**config.mk**
```make
export PLATFORM = sky130hd
export DESIGN_NAME = ems_top
export DESIGN_NICKNAME = d
export VERILOG_FILES = /design/src/design/ems_egress_select.v /design/src/design/ems_top.v
export VERILOG_INCLUDE_DIRS = /design/src /design/src/pkg
export SDC_FILE = /design/constraint.sdc
export NUM_CORES = 1
export LEC_CHECK = 0
export ABC_CLOCK_PERIOD_IN_PS = 3350
export BUFFER_PORTS_ARGS = -buffer_cell sky130_fd_sc_hd__clkbuf_2
export CAP_MARGIN = 20
export CORE_MARGIN = 3
export CORE_UTILIZATION = 25
export DETAILED_ROUTE_END_ITERATION = 16
export PLACE_DENSITY_LB_ADDON = 0.1
export SETUP_SLACK_MARGIN = 0.05
export SLEW_MARGIN = 0
export SYNTH_ARGS = -nofsm -noshare
export SYNTH_HDL_FRONTEND = slang
export SYNTH_SLANG_ARGS = --single-unit
```
**constraint.sdc**
```tcl
create_clock -name clk_sys_in -period 3.35 [get_ports clk_sys_in]
set_clock_uncertainty 0.15 [all_clocks]
set_input_delay 0.1675 -clock clk_sys_in [delete_from_list [all_inputs] [get_ports clk_sys_in]]
set_output_delay 0.1675 -clock clk_sys_in [all_outputs]
set_load 0.05 [all_outputs]
```
**src/pkg/ems_consts.vh**
```
// Purpose: Shared constants for the egress mirror select block.
// Assumes: 16-bit register port, byte addresses, halfword-aligned registers.
// Notes: 48-bit registers take three halfwords, lowest address holds bits 15:0.
`ifndef EMS_CONSTS_VH
`define EMS_CONSTS_VH

`define EMS_ADDR_W 8
`define EMS_DATA_W 16

`define EMS_OFF_ING_ADDR0 8'h16
`define EMS_OFF_EGR_CTRL 8'h1C
`define EMS_OFF_EGR_DIV 8'h1E
`define EMS_OFF_EGR_ADDR0 8'h20
`define EMS_OFF_PART_ID_LO 8'h30
`define EMS_OFF_PART_ID_HI 8'h32
`define EMS_OFF_EGR_STAT 8'h3C
`define EMS_OFF_EGR_TOTAL 8'h3E
`define EMS_HALF_STEP 8'h02

`define EMS_FILT_HI 15
`define EMS_FILT_LO 14
`define EMS_DIV_EN_BIT 13
`define EMS_MASK_HI 8
`define EMS_MASK_LO 0
`define EMS_DIV_HI 9
`define EMS_DIV_LO 0

`define EMS_FILT_ALL 2'b00
`define EMS_FILT_DA 2'b01
`define EMS_FILT_SA 2'b10

`define EMS_PORT_MAX 4'h5
`define EMS_PORT_MGMT 4'h8

`define EMS_CTRL_RST 16'h0000
`define EMS_DIV_RST 10'h000
`define EMS_HALF_RST 16'h0000
`define EMS_TOTAL_RST 16'h0000
`define EMS_PART_ID_DEF 32'hA5C3_0E01 // Arbitrary value

`endif

```
**src/design/ems_egress_select.v**
```verilog
// Purpose: Egress mirror candidate selection: port mask, address filter, divider.
// Assumes: Frame strobes come from logic on the same clock.
// Notes: Decision appears one cycle after the frame strobe.
`include "ems_consts.vh"

module ems_egress_select (
    input wire clk_sys_in,            // Core clock
    input wire sys_rst_in,            // Sync reset, active high
    input wire frame_valid_in,        // Candidate frame strobe
    input wire [3:0] port_in,         // Egress port number
    input wire [47:0] da_in,          // Destination address
    input wire [47:0] sa_in,          // Source address
    input wire [1:0] filt_sel_in,     // Filter code
    input wire [8:0] mask_in,         // Port mask
    input wire div_en_in,             // Divider enable
    input wire [9:0] div_val_in,      // Divider field
    input wire div_clr_in,            // Divider rewritten
    input wire [47:0] cmp_addr_in,    // Egress compare address
    output reg copy_out,              // Mirror this frame, pulse
    output reg [9:0] count_out        // Filtered frame count
);

    reg port_hit;
    reg filt_hit;
    wire cand;
    wire wrap;

    always @* begin
        if (port_in <= `EMS_PORT_MAX) begin
            port_hit = mask_in[port_in];
        end else if (port_in == `EMS_PORT_MGMT) begin
            port_hit = mask_in[8];
        end else begin
            port_hit = 1'b0;
        end
    end

    always @* begin
        case (filt_sel_in)
            `EMS_FILT_ALL: filt_hit = 1'b1;
            `EMS_FILT_DA: filt_hit = (da_in == cmp_addr_in);
            `EMS_FILT_SA: filt_hit = (sa_in == cmp_addr_in);
            default: filt_hit = 1'b0; // Reserved code mirrors nothing
        endcase
    end

    // Filter only judges frames that are offered and masked in
    assign cand = frame_valid_in & port_hit & filt_hit;
    assign wrap = (count_out == div_val_in);

    always @(posedge clk_sys_in) begin
        if (sys_rst_in) begin
            copy_out <= 1'b0;
            count_out <= 10'h000;
        end else begin
            if (!div_en_in) begin
                copy_out <= cand;
            end else begin
                copy_out <= cand & wrap;
            end
            // Clear beats a same-cycle frame so the new ratio starts clean
            if (!div_en_in || div_clr_in) begin
                count_out <= 10'h000;
            end else if (cand) begin
                count_out <= wrap ? 10'h000 : count_out + 10'h001;
            end
        end
    end

endmodule

```
**src/design/ems_top.v**
```verilog
// Purpose: Mirror selection registers and egress/ingress mirror decisions.
// Assumes: Plain register port, 16-bit data, even byte addresses.
// Notes: Read data valid only in the cycle after the read strobe.
//
// Decided for this implementation: the address-and-strobe port.
`include "ems_consts.vh"

module ems_top #(
    parameter [31:0] PART_ID = `EMS_PART_ID_DEF // Arbitrary value
) (
    input wire clk_sys_in,                 // Core clock, 250 MHz
    input wire sys_rst_in,                 // Sync reset, active high
    input wire [7:0] reg_addr_in,          // Register byte address
    input wire [15:0] reg_wdata_in,        // Write data
    input wire reg_wr_in,                  // Write strobe
    input wire reg_rd_in,                  // Read strobe
    output reg [15:0] reg_rdata_out,       // Read data
    input wire egr_valid_in,               // Egress candidate strobe
    input wire [3:0] egr_port_in,          // Egress port number
    input wire [47:0] egr_da_in,           // Egress destination address
    input wire [47:0] egr_sa_in,           // Egress source address
    output wire egr_copy_out,              // Copy frame to capture port
    input wire ing_valid_in,               // Ingress frame strobe
    input wire [1:0] ing_filt_sel_in,      // Ingress filter code
    input wire [47:0] ing_da_in,           // Ingress destination address
    input wire [47:0] ing_sa_in,           // Ingress source address
    output reg ing_match_out,              // Ingress filter passed
    output reg [47:0] ing_cmp_addr_out     // Ingress compare address
);

    reg [15:0] ctrl_ff;
    reg [9:0] div_ff;
    reg [15:0] total_ff;
    reg [15:0] nxt_rdata;
    reg ing_hit;
    reg div_clr_ff;
    wire [47:0] ing_addr;
    wire [47:0] egr_addr;
    wire wr_ctrl;
    wire wr_div;
    wire [1:0] filt_sel;
    wire div_en;
    wire [8:0] mask;
    wire [9:0] div_count;
    wire copy;

    assign wr_ctrl = reg_wr_in & (reg_addr_in == `EMS_OFF_EGR_CTRL);
    assign wr_div = reg_wr_in & (reg_addr_in == `EMS_OFF_EGR_DIV);

    assign filt_sel = ctrl_ff[`EMS_FILT_HI:`EMS_FILT_LO];
    assign div_en = ctrl_ff[`EMS_DIV_EN_BIT];
    assign mask = ctrl_ff[`EMS_MASK_HI:`EMS_MASK_LO];

    // Control keeps reserved bits 12:9 as plain storage
    always @(posedge clk_sys_in) begin
        if (sys_rst_in) begin
            ctrl_ff <= `EMS_CTRL_RST;
        end else if (wr_ctrl) begin
            ctrl_ff <= reg_wdata_in;
        end
    end

    // Bits 15:10 of the divider are not stored
    always @(posedge clk_sys_in) begin
        if (sys_rst_in) begin
            div_ff <= `EMS_DIV_RST;
        end else if (wr_div) begin
            div_ff <= reg_wdata_in[`EMS_DIV_HI:`EMS_DIV_LO];
        end
    end

    // Delayed so the count restarts one cycle after the new divider value is loaded
    always @(posedge clk_sys_in) begin
        if (sys_rst_in) begin
            div_clr_ff <= 1'b0;
        end else begin
            div_clr_ff <= wr_div;
        end
    end

    genvar gi;
    generate
        for (gi = 0; gi < 3; gi = gi + 1) begin : g_half
            localparam [31:0] ING_OFF = `EMS_OFF_ING_ADDR0 + `EMS_HALF_STEP * gi;
            localparam [31:0] EGR_OFF = `EMS_OFF_EGR_ADDR0 + `EMS_HALF_STEP * gi;
            reg [15:0] ing_half_ff;
            reg [15:0] egr_half_ff;

            always @(posedge clk_sys_in) begin
                if (sys_rst_in) begin
                    ing_half_ff <= `EMS_HALF_RST;
                end else if (reg_wr_in && reg_addr_in == ING_OFF[7:0]) begin
                    ing_half_ff <= reg_wdata_in;
                end
            end

            always @(posedge clk_sys_in) begin
                if (sys_rst_in) begin
                    egr_half_ff <= `EMS_HALF_RST;
                end else if (reg_wr_in && reg_addr_in == EGR_OFF[7:0]) begin
                    egr_half_ff <= reg_wdata_in;
                end
            end

            assign ing_addr[16 * gi +: 16] = ing_half_ff;
            assign egr_addr[16 * gi +: 16] = egr_half_ff;
        end
    endgenerate

    // Identifier has no storage, so writes to it fall through unused
    always @* begin
        nxt_rdata = 16'h0000;
        case (reg_addr_in)
            `EMS_OFF_ING_ADDR0: begin
                nxt_rdata = ing_addr[15:0];
            end
            `EMS_OFF_ING_ADDR0 + 8'h02: begin
                nxt_rdata = ing_addr[31:16];
            end
            `EMS_OFF_ING_ADDR0 + 8'h04: begin
                nxt_rdata = ing_addr[47:32];
            end
            `EMS_OFF_EGR_CTRL: begin
                nxt_rdata = ctrl_ff;
            end
            `EMS_OFF_EGR_DIV: begin
                nxt_rdata = {6'h00, div_ff};
            end
            `EMS_OFF_EGR_ADDR0: begin
                nxt_rdata = egr_addr[15:0];
            end
            `EMS_OFF_EGR_ADDR0 + 8'h02: begin
                nxt_rdata = egr_addr[31:16];
            end
            `EMS_OFF_EGR_ADDR0 + 8'h04: begin
                nxt_rdata = egr_addr[47:32];
            end
            `EMS_OFF_PART_ID_LO: begin
                nxt_rdata = PART_ID[15:0];
            end
            `EMS_OFF_PART_ID_HI: begin
                nxt_rdata = PART_ID[31:16];
            end
            `EMS_OFF_EGR_STAT: begin
                nxt_rdata = {6'h00, div_count};
            end
            `EMS_OFF_EGR_TOTAL: begin
                nxt_rdata = total_ff;
            end
            default: begin
                nxt_rdata = 16'h0000;
            end
        endcase
    end

    always @(posedge clk_sys_in) begin
        if (sys_rst_in) begin
            reg_rdata_out <= 16'h0000;
        end else if (reg_rd_in) begin
            reg_rdata_out <= nxt_rdata;
        end else begin
            reg_rdata_out <= 16'h0000;
        end
    end

    ems_egress_select u_egress_select (
        .clk_sys_in(clk_sys_in),
        .sys_rst_in(sys_rst_in),
        .frame_valid_in(egr_valid_in),
        .port_in(egr_port_in),
        .da_in(egr_da_in),
        .sa_in(egr_sa_in),
        .filt_sel_in(filt_sel),
        .mask_in(mask),
        .div_en_in(div_en),
        .div_val_in(div_ff),
        .div_clr_in(div_clr_ff),
        .cmp_addr_in(egr_addr),
        .copy_out(copy),
        .count_out(div_count)
    );

    assign egr_copy_out = copy;

    // Wraps silently; software samples differences
    always @(posedge clk_sys_in) begin
        if (sys_rst_in) begin
            total_ff <= `EMS_TOTAL_RST;
        end else if (copy) begin
            total_ff <= total_ff + 16'h0001;
        end
    end

    always @* begin
        case (ing_filt_sel_in)
            `EMS_FILT_ALL: begin
                ing_hit = 1'b1;
            end
            `EMS_FILT_DA: begin
                ing_hit = (ing_da_in == ing_addr);
            end
            `EMS_FILT_SA: begin
                ing_hit = (ing_sa_in == ing_addr);
            end
            default: begin
                ing_hit = 1'b0;
            end
        endcase
    end

    always @(posedge clk_sys_in) begin
        if (sys_rst_in) begin
            ing_match_out <= 1'b0;
            ing_cmp_addr_out <= 48'h0000_0000_0000;
        end else begin
            ing_match_out <= ing_valid_in & ing_hit;
            ing_cmp_addr_out <= ing_addr;
        end
    end

endmodule

```
==> After elaboration in Yosys (flattened, before gate mapping) <==
Index checks and enable logic that the tools add are counted.
{ "totals": {"n_memories": 0, "output_inout_bits": 66, "in_bits": 228, "mem_bits_ro": 0, "reg_bits": 215, "wordCells": 69, "latch_bits": 0, "mem_bits_rw": 0} }
{ "op_classes": {"shifts": 0, "n_bitwise": 7, "muxes": 9, "n_lt_le_gt_ge": 2, "addsub": 2, "eq_ne": 22, "div_mod_pow": 0, "n_reduce_logical": 12, "multipliers": 0} }
{ "ops": {"columns": ["cell", "n"], "rows": [
  ["equality test 48 bit", 4],
  ["one-hot mux 16 bit (12 select lines)", 1],
  ["equality test 8 x 6 -> 1 bit, second input constant", 7],
  ["equality test 8 x 5 -> 1 bit, second input constant", 5],
  ["adder 16 x 1 -> 16 bit, second input constant", 1],
  ["adder 10 x 1 -> 10 bit, second input constant", 1],
  ["equality test 10 bit", 1],
  ["two-way mux 10 bit", 1],
  ["bitwise AND 1 bit", 6],
  ["logical AND 1 bit", 6],
  ["one-hot mux 1 bit (3 select lines)", 2],
  ["< comparator 4 x 5 -> 1 bit, second input constant", 1],
  ["binary-select mux 1 bit (select 4 bit)", 1],
  ["equality test 2 x 1 -> 1 bit, second input constant", 2],
  ["equality test 2 bit, second input constant", 2],
  ["equality test 4 bit, second input constant", 1],
  ["less-or-equal comparator 4 x 3 -> 1 bit, second input constant", 1],
  ["zero test 2 bit", 2],
  ["two-way mux 1 bit", 4],
  ["OR reduction 2 bit", 2],
  ["zero test 1 bit", 1],
  ["logical OR 1 bit", 1],
  ["inverter 1 bit", 1]
]} }

==> Logic depth before layout (Yosys ltp) <==
Gate-level depths: netlist of run 1.
{ "depth": {"ltp_word": 7, "depth_mapped": 13, "depth_no_buf": 9} }

==> Modules after synthesis <==
A second synthesis of run 1 with hierarchy kept.
{ "hier_totals": {"cells_unflattened": 1302, "hier_area_um2": 10980.5} }
{ "modules_own_cells": {"columns": ["module", "cells_per_inst", "seq_area_each_um2", "n_inst", "area_each_um2"], "rows": [
  ["ems_top", 1082, 4083.9, 1, 9101.2],
  ["ems_egress_select", 220, 220.2, 1, 1879.3]
]} }

==> Worst setup path after synthesis of run 1 <==
No wires, ideal clock.
{ "synth_path": {"kind": "register to register", "from": "reg ctrl_ff[14]", "to": "reg u_egress_select.count_out[9]", "period_less_slack_ps": 2752, "path_buffers": 3, "path_stages_with_launch": 13, "arrival_ps": 2479, "path_slack_ps": 598, "required_ps": 3077, "setup_ps": 123, "path_cell_list": "dfxtp_1 > inv_1 > ha_1 > clkbuf_1 > buf_2 > mux2i_1 > xnor2_1 > nor4_1 > nand4_1 > or4_4 > buf_6 > a22oi_2 > o21ai_1"} }
{ "synth_between": {"elab_chain_cells": 3, "word_cells_on_any_way": 5, "classes_between": "2 x eq/ne; 1 x mux; 1 x bitwise; 1 x reduce/logical"} }
{ "synth_lines": {"columns": ["item", "line", "source"], "rows": [
  ["start: declaration", "ems_top.v:31", "reg [15:0] ctrl_ff;"],
  ["start signal: assignment", "ems_top.v:57", "ctrl_ff <= `EMS_CTRL_RST;"],
  ["start signal: assignment", "ems_top.v:59", "ctrl_ff <= reg_wdata_in;"],
  ["equality test 2 bit (tied with other cells)", "ems_egress_select.v:39", "case (filt_sel_in)"],
  ["one-hot mux 1 bit (3 select lines) (*)", "ems_egress_select.v:39", null],
  ["bitwise AND 1 bit (*)", "ems_egress_select.v:48", "assign cand = frame_valid_in & port_hit & filt_hit;"],
  ["end signal: assignment", "ems_egress_select.v:65", "count_out <= wrap ? 10'h000 : count_out + 10'h001;"],
  ["end: declaration", "ems_egress_select.v:20", "output reg [9:0] count_out"]
]} }
Mark *: on every way between the ends. The rest lies on a longest branch, timed or not.
A chain may end at the register's enable or synchronous reset.

==> Final worst setup path of run 1 <==
{ "layout_path": {"from": "reg ctrl_ff[14]", "to": "reg u_egress_select.count_out[3]"} }
The elaborated chain is that of the path after synthesis.

==> out/metrics.yaml, run 1 <==
reg2reg_depth: 10
syn-instance-count: 1270
cts_root_buffer: "clkbuf_16"
dp_hpwl_mm: 39.8
powerDensity_nw_per_um2: 435
dpl_cell_area_um2: 13000
drv_cap: 0
die_area_um2: 45700
grt_pass1_wl_mm: 72.5
slew_headroom_pct: 40.5
fin_crit_sh_pct: 93.0
synth_area_per_cell_um2: 8.49
period_minus_slack_ns: 3.11
yosys_warnings: 0
clkLatencyLatePin_ns: 0.56
rsz0062_at_grt: "false"
cp.arrival_ns: 3.39
syn_to_final_growth_pct: 32.1
cp_slowest_stage_delay_ns: 0.66
critPathCaptureType: "register"
fin_hold_ws_ns: 0.0670
worstPathMaxFanout: 24
antenna_left: 0
synth_fp_nets: 1506
diodes: 0
cts.reportedPaths.clkPinSlew_ns: 0.06
drt_iter0_drc: 872
hp-class: "in -> reg"
grtUsageTotal_pct: 21.6
worst_slew_pin_slew_ns: 0.890
utilization_pct: 33.7
viasPerCell: 5.00
crit_chain: "inv_1, ha_4, buf_12, mux2i_1, xnor2_1, nor4_1, nand3_1, or4_4, o2bb2a_1, o21ai_0"
coreArea_um2: 42300
start_util_pct: 25.5
setup_viol: 0
wire_per_inst_um: 23.7
r2r_slack_ns: 0.24
antenna_found_initial: 2
firstDrtPassIters: 8
setup_slack_ns: 0.236
fillers: 4471
fin_cells: 2166
dp_cells: 2094
die_h_um: 214
tns_ns: 0
die_w_um: 214
synthFlopType: "dfxtp_1"
place_ws_ns: 0.145
grt_max_degree: 82
layout_commonest_cell: "clkbuf_2"
total_power_mw: 6.20
mappedNetlistArea_um2: 10800
timing.rr.end: "u_egress_select.count_out[3]"
final_nets: 1804
ys_ff_latch: 215
drt_wl_total_mm: 51.3
regArea_um2: 4300
cts_tree: "built"
gp_congestion: 0.839
finalHoldViolations: 0
async_reset_ff_share_pct: 0
path_class: "reg -> reg"
drive_above_1_share_pct: 26.5
htreeDepth: 1
multiInputGateArea_um2: 6130
status: "finished clean"
crit_path_end: "u_egress_select.count_out[3]"
cp.required_ns: 3.63
slew_violations: 0
worstReg2RegStart: "ctrl_ff[14]"
start_kind: "register"
crit_path_start: "ctrl_ff[14]"
placementRows: 75
cts_sinks: 215
grt_pass1_vias: 10818
grt_overflow: 0
postLayoutCellArea_um2: 14200
cts_buffers: 27
final_cell_mix: "clkbuf_2, dfxtp_1, nand2_1"
leakage_nw: 5.16
synth_edf_count: 0
vias: 10829
ys_seq_area_share_pct: 39.9
synth_cell_types: 53
pin_count: 294
clockBufferDepth: 3
cp_slowest_cell: "or4_4"
port_buffers: 293
drc: 0
max_freq_mhz: 321
ir_drop_v: 0.000334
## repair_timing
item,4_1_cts,5_1_grt
setup buffers,0,2
hold buffers,19,0
setup endpoints to repair,0,11
endpoints found under the hold margin,136,0
gates resized for setup,0,11
## Yosys cell counts (2+ instances only)
master | n | share of area (%)
nand2_1 | 203 | 7.1
nand3b_1 | 3 | 0.21
clkbuf_2 | 5 | 0.23
a222oi_1 | 27 | 2.5
mux2i_1 | 98 | 9.1
o21ai_1 | 6 | 0.28
a22o_1 | 6 | 0.49
o2111ai_1 | 9 | 0.73
nand2b_1 | 5 | 0.29
buf_4 | 5 | 0.35
o21ai_0 | 9 | 0.42
clkbuf_1 | 71 | 2.5
ha_1 | 8 | 0.93
xor2_1 | 19 | 1.5
a22oi_1 | 17 | 1.2
and2_1 | 3 | 0.17
dfxtp_1 | 215 | 40
or3_1 | 3 | 0.17
xnor2_1 | 89 | 7.2
a31oi_1 | 16 | 0.93
inv_1 | 7 | 0.24
o2bb2ai_1 | 7 | 0.57
o211a_1 | 2 | 0.19
nor3_1 | 10 | 0.46
nor3b_1 | 3 | 0.21
and3_1 | 12 | 0.70
nor4_1 | 38 | 2.2
a21oi_1 | 138 | 6.4
nand3_1 | 88 | 4.1
a211oi_1 | 3 | 0.21
a221oi_1 | 12 | 0.97
buf_6 | 4 | 0.42
buf_1 | 6 | 0.21
buf_2 | 5 | 0.23
nand4_1 | 14 | 0.81
o22ai_1 | 3 | 0.17
nor2b_1 | 48 | 2.8
nor2_1 | 38 | 1.3
## worst max-delay path, delay by kind of cell (launching register included)
kind	cells	cell delay, ns
adders and majority gates	1	0.19
and+or+nand+nor	3	1.24
AOI/OAI and AO/OA	2	0.34
xor gates and xnor gates	1	0.12
buffers and inverters	2	0.35
DFF	1	0.34
muxes	1	0.24
## cell families after synthesis
kind of cell / after synthesis / synth area share (%)
simple gates: 474 / 21.2
compound gates: 262 / 15.8
flops: 215 / 39.9
xor+xnor: 108 / 8.77
buf+inv: 103 / 4.15
mux: 100 / 9.32
fa+ha+maj: 8 / 0.928
## sequential cells by signal (all words and copies together) (netlist names)
register and flops:
ing_cmp_addr_out 48, ctrl_ff 16, u_egress_select.copy_out 1, u_egress_select.count_out 10
reg_rdata_out 16, total_ff 16, ing_match_out 1, g_half.egr_half_ff 48
div_ff 10, div_clr_ff 1, g_half.ing_half_ff 48
## power breakdown
part | total [mW] | switching, mW | internal (mW) | leakage [nW]
Sequential | 2.56 | 0.00420 | 2.56 | 1.73
Clock | 3.11 | 1.24 | 1.87 | 0.467
Combinational | 0.526 | 0.299 | 0.227 | 2.96
Total | 6.20 | 1.55 | 4.65 | 5.16
## routing by layer
metal / vias to the layer above / global-route usage (%) / part of all wire (%)
met5: - / 0 / 0.014
met1: 5159 / 28.0 / 42
met3: 78 / 2.98 / 6.3
met2: 422 / 37.2 / 48
met4: 2 / 6.97 / 3.6
li1: 5168 / - / -
## worst min-delay path by stage
stage	startpoint	endpoint	slack (ns)	cells after the start
floorplan	ing_valid_in	ing_match_out	0.15	1
finish	reg_rd_in	reg_rdata_out[10]	0.07	4
global route	reg_rd_in	reg_rdata_out[10]	0.06	4
detailed placement	ing_valid_in	ing_match_out	0.28	2
global placement	ing_valid_in	ing_match_out	0.27	2
CTS	reg_rd_in	reg_rdata_out[10]	0.04	4
## cell type report
cell class / instances / area share (%)
Clock buffer: 30 / 5.03
Clock inverter: 20 / 1.68
Inverter: 7 / 0.184
Multi-Input combinational cell: 953 / 43.1
Sequential cell: 215 / 30.2
Tap cell: 577 / 5.07
Timing Repair Buffer: 364 / 14.8
No activity file was read; power rests on OpenSTA's default activity.
==> run 2, diff against run 1 <==
PLACE_DENSITY = 0.51   (was not set)
PLACE_DENSITY_LB_ADDON = not set   (was 0.1)
==> run 2 against run 1 <==
  * Power is 3.6% lower
  * Combinational power up 1%
  * Worst setup slack lost 0.046 ns
  * Clock-buffer cell count increased by 7
  * Final cell count decreased by 0.42%
  * Largest power group unchanged
  * Register-to-register slack worse by 0.05 ns
  * Routed wire length down 3.0%
  * Core utilization down 0.38 points
  * Sequential share of layout area increased by 0.34 points
  * Critical path type unchanged
  * First-iteration DRC count increased by 56%
  * Non-clock buffer count shrank 6
  * Final area decreased by 1.1%
==> out/metrics.yaml, run 2 (synthesized netlist as in run 1, its figures left out) <==
final_cell_mix: "clkbuf_2, dfxtp_1, nand2_1"
grtUsageTotal_pct: 20.7
period_minus_slack_ns: 3.16
pin_count: 294
drt_iter0_drc: 1359
cts.reportedPaths.clkPinSlew_ns: 0.06
tns_ns: 0
htreeDepth: 1
final_nets: 1796
grt_pass1_vias: 10931
finalHoldViolations: 0
cp.required_ns: 3.60
hp-class: "in -> reg"
crit_chain: "inv_1, ha_4, buf_6, mux2i_1, o2bb2ai_1, nor4_1, nand3_1, or4_4, o2bb2a_1, o21ai_0"
total_power_mw: 5.98
cts_tree: "built"
ir_drop_v: 0.000313
critPathCaptureType: "register"
port_buffers: 293
viasPerCell: 5.14
gp_congestion: 0.901
start_util_pct: 25.5
path_class: "reg -> reg"
coreArea_um2: 42300
cp_num_buf_inv: 2
antenna_left: 0
fin_hold_ws_ns: 0.0423
drc: 0
clkLatencyLatePin_ns: 0.55
placementRows: 75
cp.arrival_ns: 3.41
diodes: 0
cp_slowest_cell: "or4_4"
cts_root_buffer: "clkbuf_16"
worst_slew_pin_slew_ns: 0.844
die_area_um2: 45700
crit_family: "simple AND/OR/NAND/NOR gates"
leakage_nw: 5.09
layout_commonest_cell: "clkbuf_2"
drive_above_1_share_pct: 25.7
dp_hpwl_mm: 38.7
rsz0062_at_grt: "false"
slew_violations: 0
vias: 11081
clockBufferDepth: 3
cp_slowest_stage_delay_ns: 0.61
drv_cap: 0
cts_buffers: 26
cts_sinks: 215
dpl_cell_area_um2: 12900
grt_pass1_wl_mm: 69.9
start_kind: "register"
worstPathMaxFanout: 14
syn_to_final_growth_pct: 30.6
powerDensity_nw_per_um2: 424
antenna_found_initial: 2
max_freq_mhz: 316
die_w_um: 214
r2r_slack_ns: 0.19
postLayoutCellArea_um2: 14100
grt_max_degree: 75
slew_headroom_pct: 43.6
fin_crit_sh_pct: 94.3
wire_per_inst_um: 23.1
grt_overflow: 0
die_h_um: 214
status: "finished clean"
setup_viol: 0
drt_wl_total_mm: 49.8
reg_top3: "g_half.egr_half_ff x48, g_half.ing_half_ff x48, ing_cmp_addr_out x48"
fillers: 4428
firstDrtPassIters: 8
[run 2: changes by cell type in the layout (fill, tap and decap cells not counted), moves of 2 or more]
| cell | change |
|---|---|
| bufinv_16 | -2 |
| clkbuf_1 | +4 |
| buf_12 | -3 |
| clkinv_2 | -2 |
| clkinvlp_4 | -2 |
| buf_4 | -4 |
| clkinv_4 | -2 |
| clkbuf_8 | +4 |
[run 2: area by class of cell]
class / instances / area, µm² / share of cell area (%)
Clock buffer: 37 / 762 / 5.41
Inverter: 7 / 26.3 / 0.186
Clock inverter: 11 / 121 / 0.861
Multi-Input combinational cell: 952 / 6110 / 43.4
Sequential cell: 215 / 4300 / 30.5
Timing Repair Buffer: 358 / 2040 / 14.5
Tap cell: 577 / 722 / 5.12
[run 2: worst paths after layout]
| check | start | to | depth (start not counted) |
|---|---|---|---|
| worst max-delay path | ctrl_ff[14] | u_egress_select.count_out[3] | 10 |
| worst min-delay path | reg_rd_in | reg_rdata_out[12] | 4 |
| worst max register to register | ctrl_ff[14] | u_egress_select.count_out[3] | 10 |
| worst min register to register | ctrl_ff[11] | ctrl_ff[11] | 2 |
[run 2: repair_timing]
item	4_1_cts	5_1_grt
pin swaps	0	1
gates cloned	0	1
resized for setup	1	7
hold buffers	19	0
hold endpoints to repair	154	0
buffers inserted	0	1
setup endpoints to repair	1	6
[run 2: power by group]
group	total, mW	internal [mW]	switching (mW)
clock network	2.88	1.74	1.14
registers	2.56	2.56	0.00437
logic	0.532	0.226	0.306
[run 2: worst register-to-register path, delay by kind of cell (launching register included)]
family	cells	cell delay, ns
simple gates	3	0.99
compound gates	3	0.51
mux	1	0.40
buf+inv	2	0.38
flops	1	0.35
fa+ha+maj	1	0.23
[run 2: layer usage]
| metal | up-vias | share of wire, % | GRT usage, % | routed length [µm] |
|---|---|---|---|---|
| met4 | 0 | 4.5 | 8.52 | 2240 |
| li1 | 5148 | - | - | - |
| met2 | 595 | 47 | 35.7 | 23600 |
| met5 | - | 0 | 0 | 0 |
| met1 | 5242 | 40 | 25.7 | 19800 |
| met3 | 96 | 8.2 | 3.48 | 4100 |
[run 2: stage by stage]
step	util, %	setup slack [ns]	cells
2_1_floorplan	-	0.598	1270
3_5_place_dp	30.6	0.0713	2088
4_1_cts	33.1	0.0926	2155
5_1_grt	33.3	0.0819	2157
6_report	33.3	0.190	2157
3_3_place_gp	30.6	0.246	2088
==> run 3, diff against run 2 <==
CELL_PAD_IN_SITES_DETAIL_PLACEMENT = 1   (was not set)
CELL_PAD_IN_SITES_GLOBAL_PLACEMENT = 2   (was not set)
PLACE_DENSITY = 0.75   (was 0.51)
SLEW_MARGIN = 20   (was 0)
==> run 3 against run 2 <==
  * Clock power grew 4%
  * Core utilization grew 0.16 points
  * Register-to-register slack gained 0.09 ns
  * Routed wire length grew 7.7%
==> out/metrics.yaml, run 3 (synthesized netlist as in run 1, its figures left out) <==
status: "finished clean"
htreeDepth: 1
reg_top3: "g_half.egr_half_ff x48, g_half.ing_half_ff x48, ing_cmp_addr_out x48"
rsz0062_at_grt: "false"
tns_ns: 0
path_class: "reg -> reg"
r2r_slack_ns: 0.28
dp_hpwl_mm: 42.0
grt_max_degree: 86
drt_wl_total_mm: 53.6
min_to: "reg_rdata_out[4]"
vias: 11152
slew_violations: 0
coreArea_um2: 42300
die_h_um: 214
use_met2_pct: 38.8
grtUsageTotal_pct: 22.5
worst_slew_pin_slew_ns: 0.836
cts.reportedPaths.clkPinSlew_ns: 0.06
p_int_mw: 4.59
viasPerCell: 5.18
worstReg2RegStart: "ctrl_ff[15]"
cp.required_ns: 3.62
pin_count: 294
p_clk_share_pct: 49.2
timing.rr.end: "u_egress_select.count_out[3]"
syn_to_final_growth_pct: 31.2
cp.arrival_ns: 3.34
port_buffers: 293
final_cell_mix: "clkbuf_2, dfxtp_1, nand2_1"
placementRows: 75
p_switching_mw: 1.52
antenna_found_initial: 0
max_freq_mhz: 326
grt_pass1_vias: 11320
drt_iter0_drc: 1043
powerDensity_nw_per_um2: 431
cts_root_buffer: "clkbuf_16"
grtUsageMet3_pct: 3.67
grt_pass1_wl_mm: 75.6
clockBufferDepth: 3
layout_commonest_cell: "clkbuf_2"
drive_above_1_share_pct: 25.6
die_area_um2: 45700
final_nets: 1793
clkLatencyLatePin_ns: 0.56
leakage_nw: 5.09
fin_cells: 2153
hp-class: "in -> reg"
grt_overflow: 0
whs_path_depth: 4
fin_crit_sh_pct: 91.7
wire_per_inst_um: 24.9
cts_sinks: 215
total_power_mw: 6.10
cts_tree: "built"
p_comb_share_pct: 8.8
busiest_layer: "met2"
min-delay-start: "reg_rd_in"
setup_viol: 0
worstPathMaxFanout: 14
diodes: 0
drc: 0
cts_buffers: 26
gp_congestion: 0.909
start_util_pct: 25.5
die_w_um: 214
finalHoldViolations: 0
multiInputGateArea_um2: 6110
critPathCaptureType: "register"
firstDrtPassIters: 7
slew_headroom_pct: 44.3
cts_setup_buffers: 0
fillers: 5051
reg2reg_depth: 9
drv_cap: 0
seqPwrFrac_pct: 42.0
grt_use_met1_pct: 28.8
regArea_um2: 4300
period_minus_slack_ns: 3.07
antenna_left: 0
ir_drop_v: 0.000339
dp_cells: 2086
start_kind: "register"
swShare_pct: 24.8
[run 3: cell count changes in the layout (fill, tap and decap cells not counted)]
| cell | before | now |
|---|---|---|
| clkbuf_8 | 7 | 3 |
| buf_6 | 2 | 1 |
| clkinvlp_4 | 2 | 3 |
| buf_12 | 1 | 7 |
| clkinv_4 | 0 | 1 |
| buf_4 | 43 | 35 |
| clkbuf_1 | 4 | 3 |
| bufinv_16 | 2 | 4 |
[run 3: metrics by stage]
step	setup WS, ns	area [µm²]	hold WS (ns)	utilization (%)
after floorplan	0.598	10800	0.151	-
after global placement	0.240	13000	0.294	30.7
after detailed placement	0.188	13000	0.305	30.7
after CTS	0.175	14100	0.0735	33.3
after global routing	0.0678	14200	0.112	33.5
final	0.279	14200	0.105	33.5
[run 3: critical path, cell delays in order (launching register included)]
cell      delay [ns]
dfxtp_1         0.45
ha_4            0.24
buf_12          0.18
mux2i_1         0.24
xnor2_1         0.13
nor4_1          0.38
nand4_1         0.17
or4_4           0.63
o2bb2a_1        0.28
o21ai_0         0.08
[run 3: final cells by class]
class / instances / area share, %
Clock inverter: 15 / 1.40
Inverter: 7 / 0.186
Clock buffer: 32 / 4.97
Timing Repair Buffer: 355 / 14.8
Multi-Input combinational cell: 952 / 43.2
Sequential cell: 215 / 30.4
Tap cell: 577 / 5.10
[run 3: repair_timing]
item                                    CTS  global route
hold buffers                             19             0
endpoints found under the hold margin   154             0
endpoints found under the setup margin    0             1
gates resized for setup                   0             7
[run 3: power by group through the flow]
stage / Clock (mW) / Sequential (mW) / Combinational [mW]
floorplan: 0 / 2.62 / 0.247
global placement: 0 / 2.62 / 0.511
global route: 3.15 / 2.56 / 0.572
finish: 3.00 / 2.56 / 0.535
detailed placement: 0 / 2.62 / 0.515
CTS: 3.04 / 2.56 / 0.535
[run 3: worst max path at each step]
| stage | startpoint | to |
|---|---|---|
| final | ctrl_ff[15] | u_egress_select.count_out[3] |
| after detailed placement | ctrl_ff[15] | u_egress_select.count_out[3] |
| after global placement | ctrl_ff[14] | u_egress_select.count_out[3] |
| after floorplan | ctrl_ff[14] | u_egress_select.count_out[9] |
| after global routing | ctrl_ff[15] | u_egress_select.count_out[3] |
| after CTS | ctrl_ff[15] | u_egress_select.count_out[3] |
[run 3: layer usage]
metal | vias up | routed length [µm]
met4 | 0 | 1800
met1 | 5467 | 22300
met3 | 80 | 3720
met2 | 473 | 25700
li1 | 5132 | -
met5 | - | 0
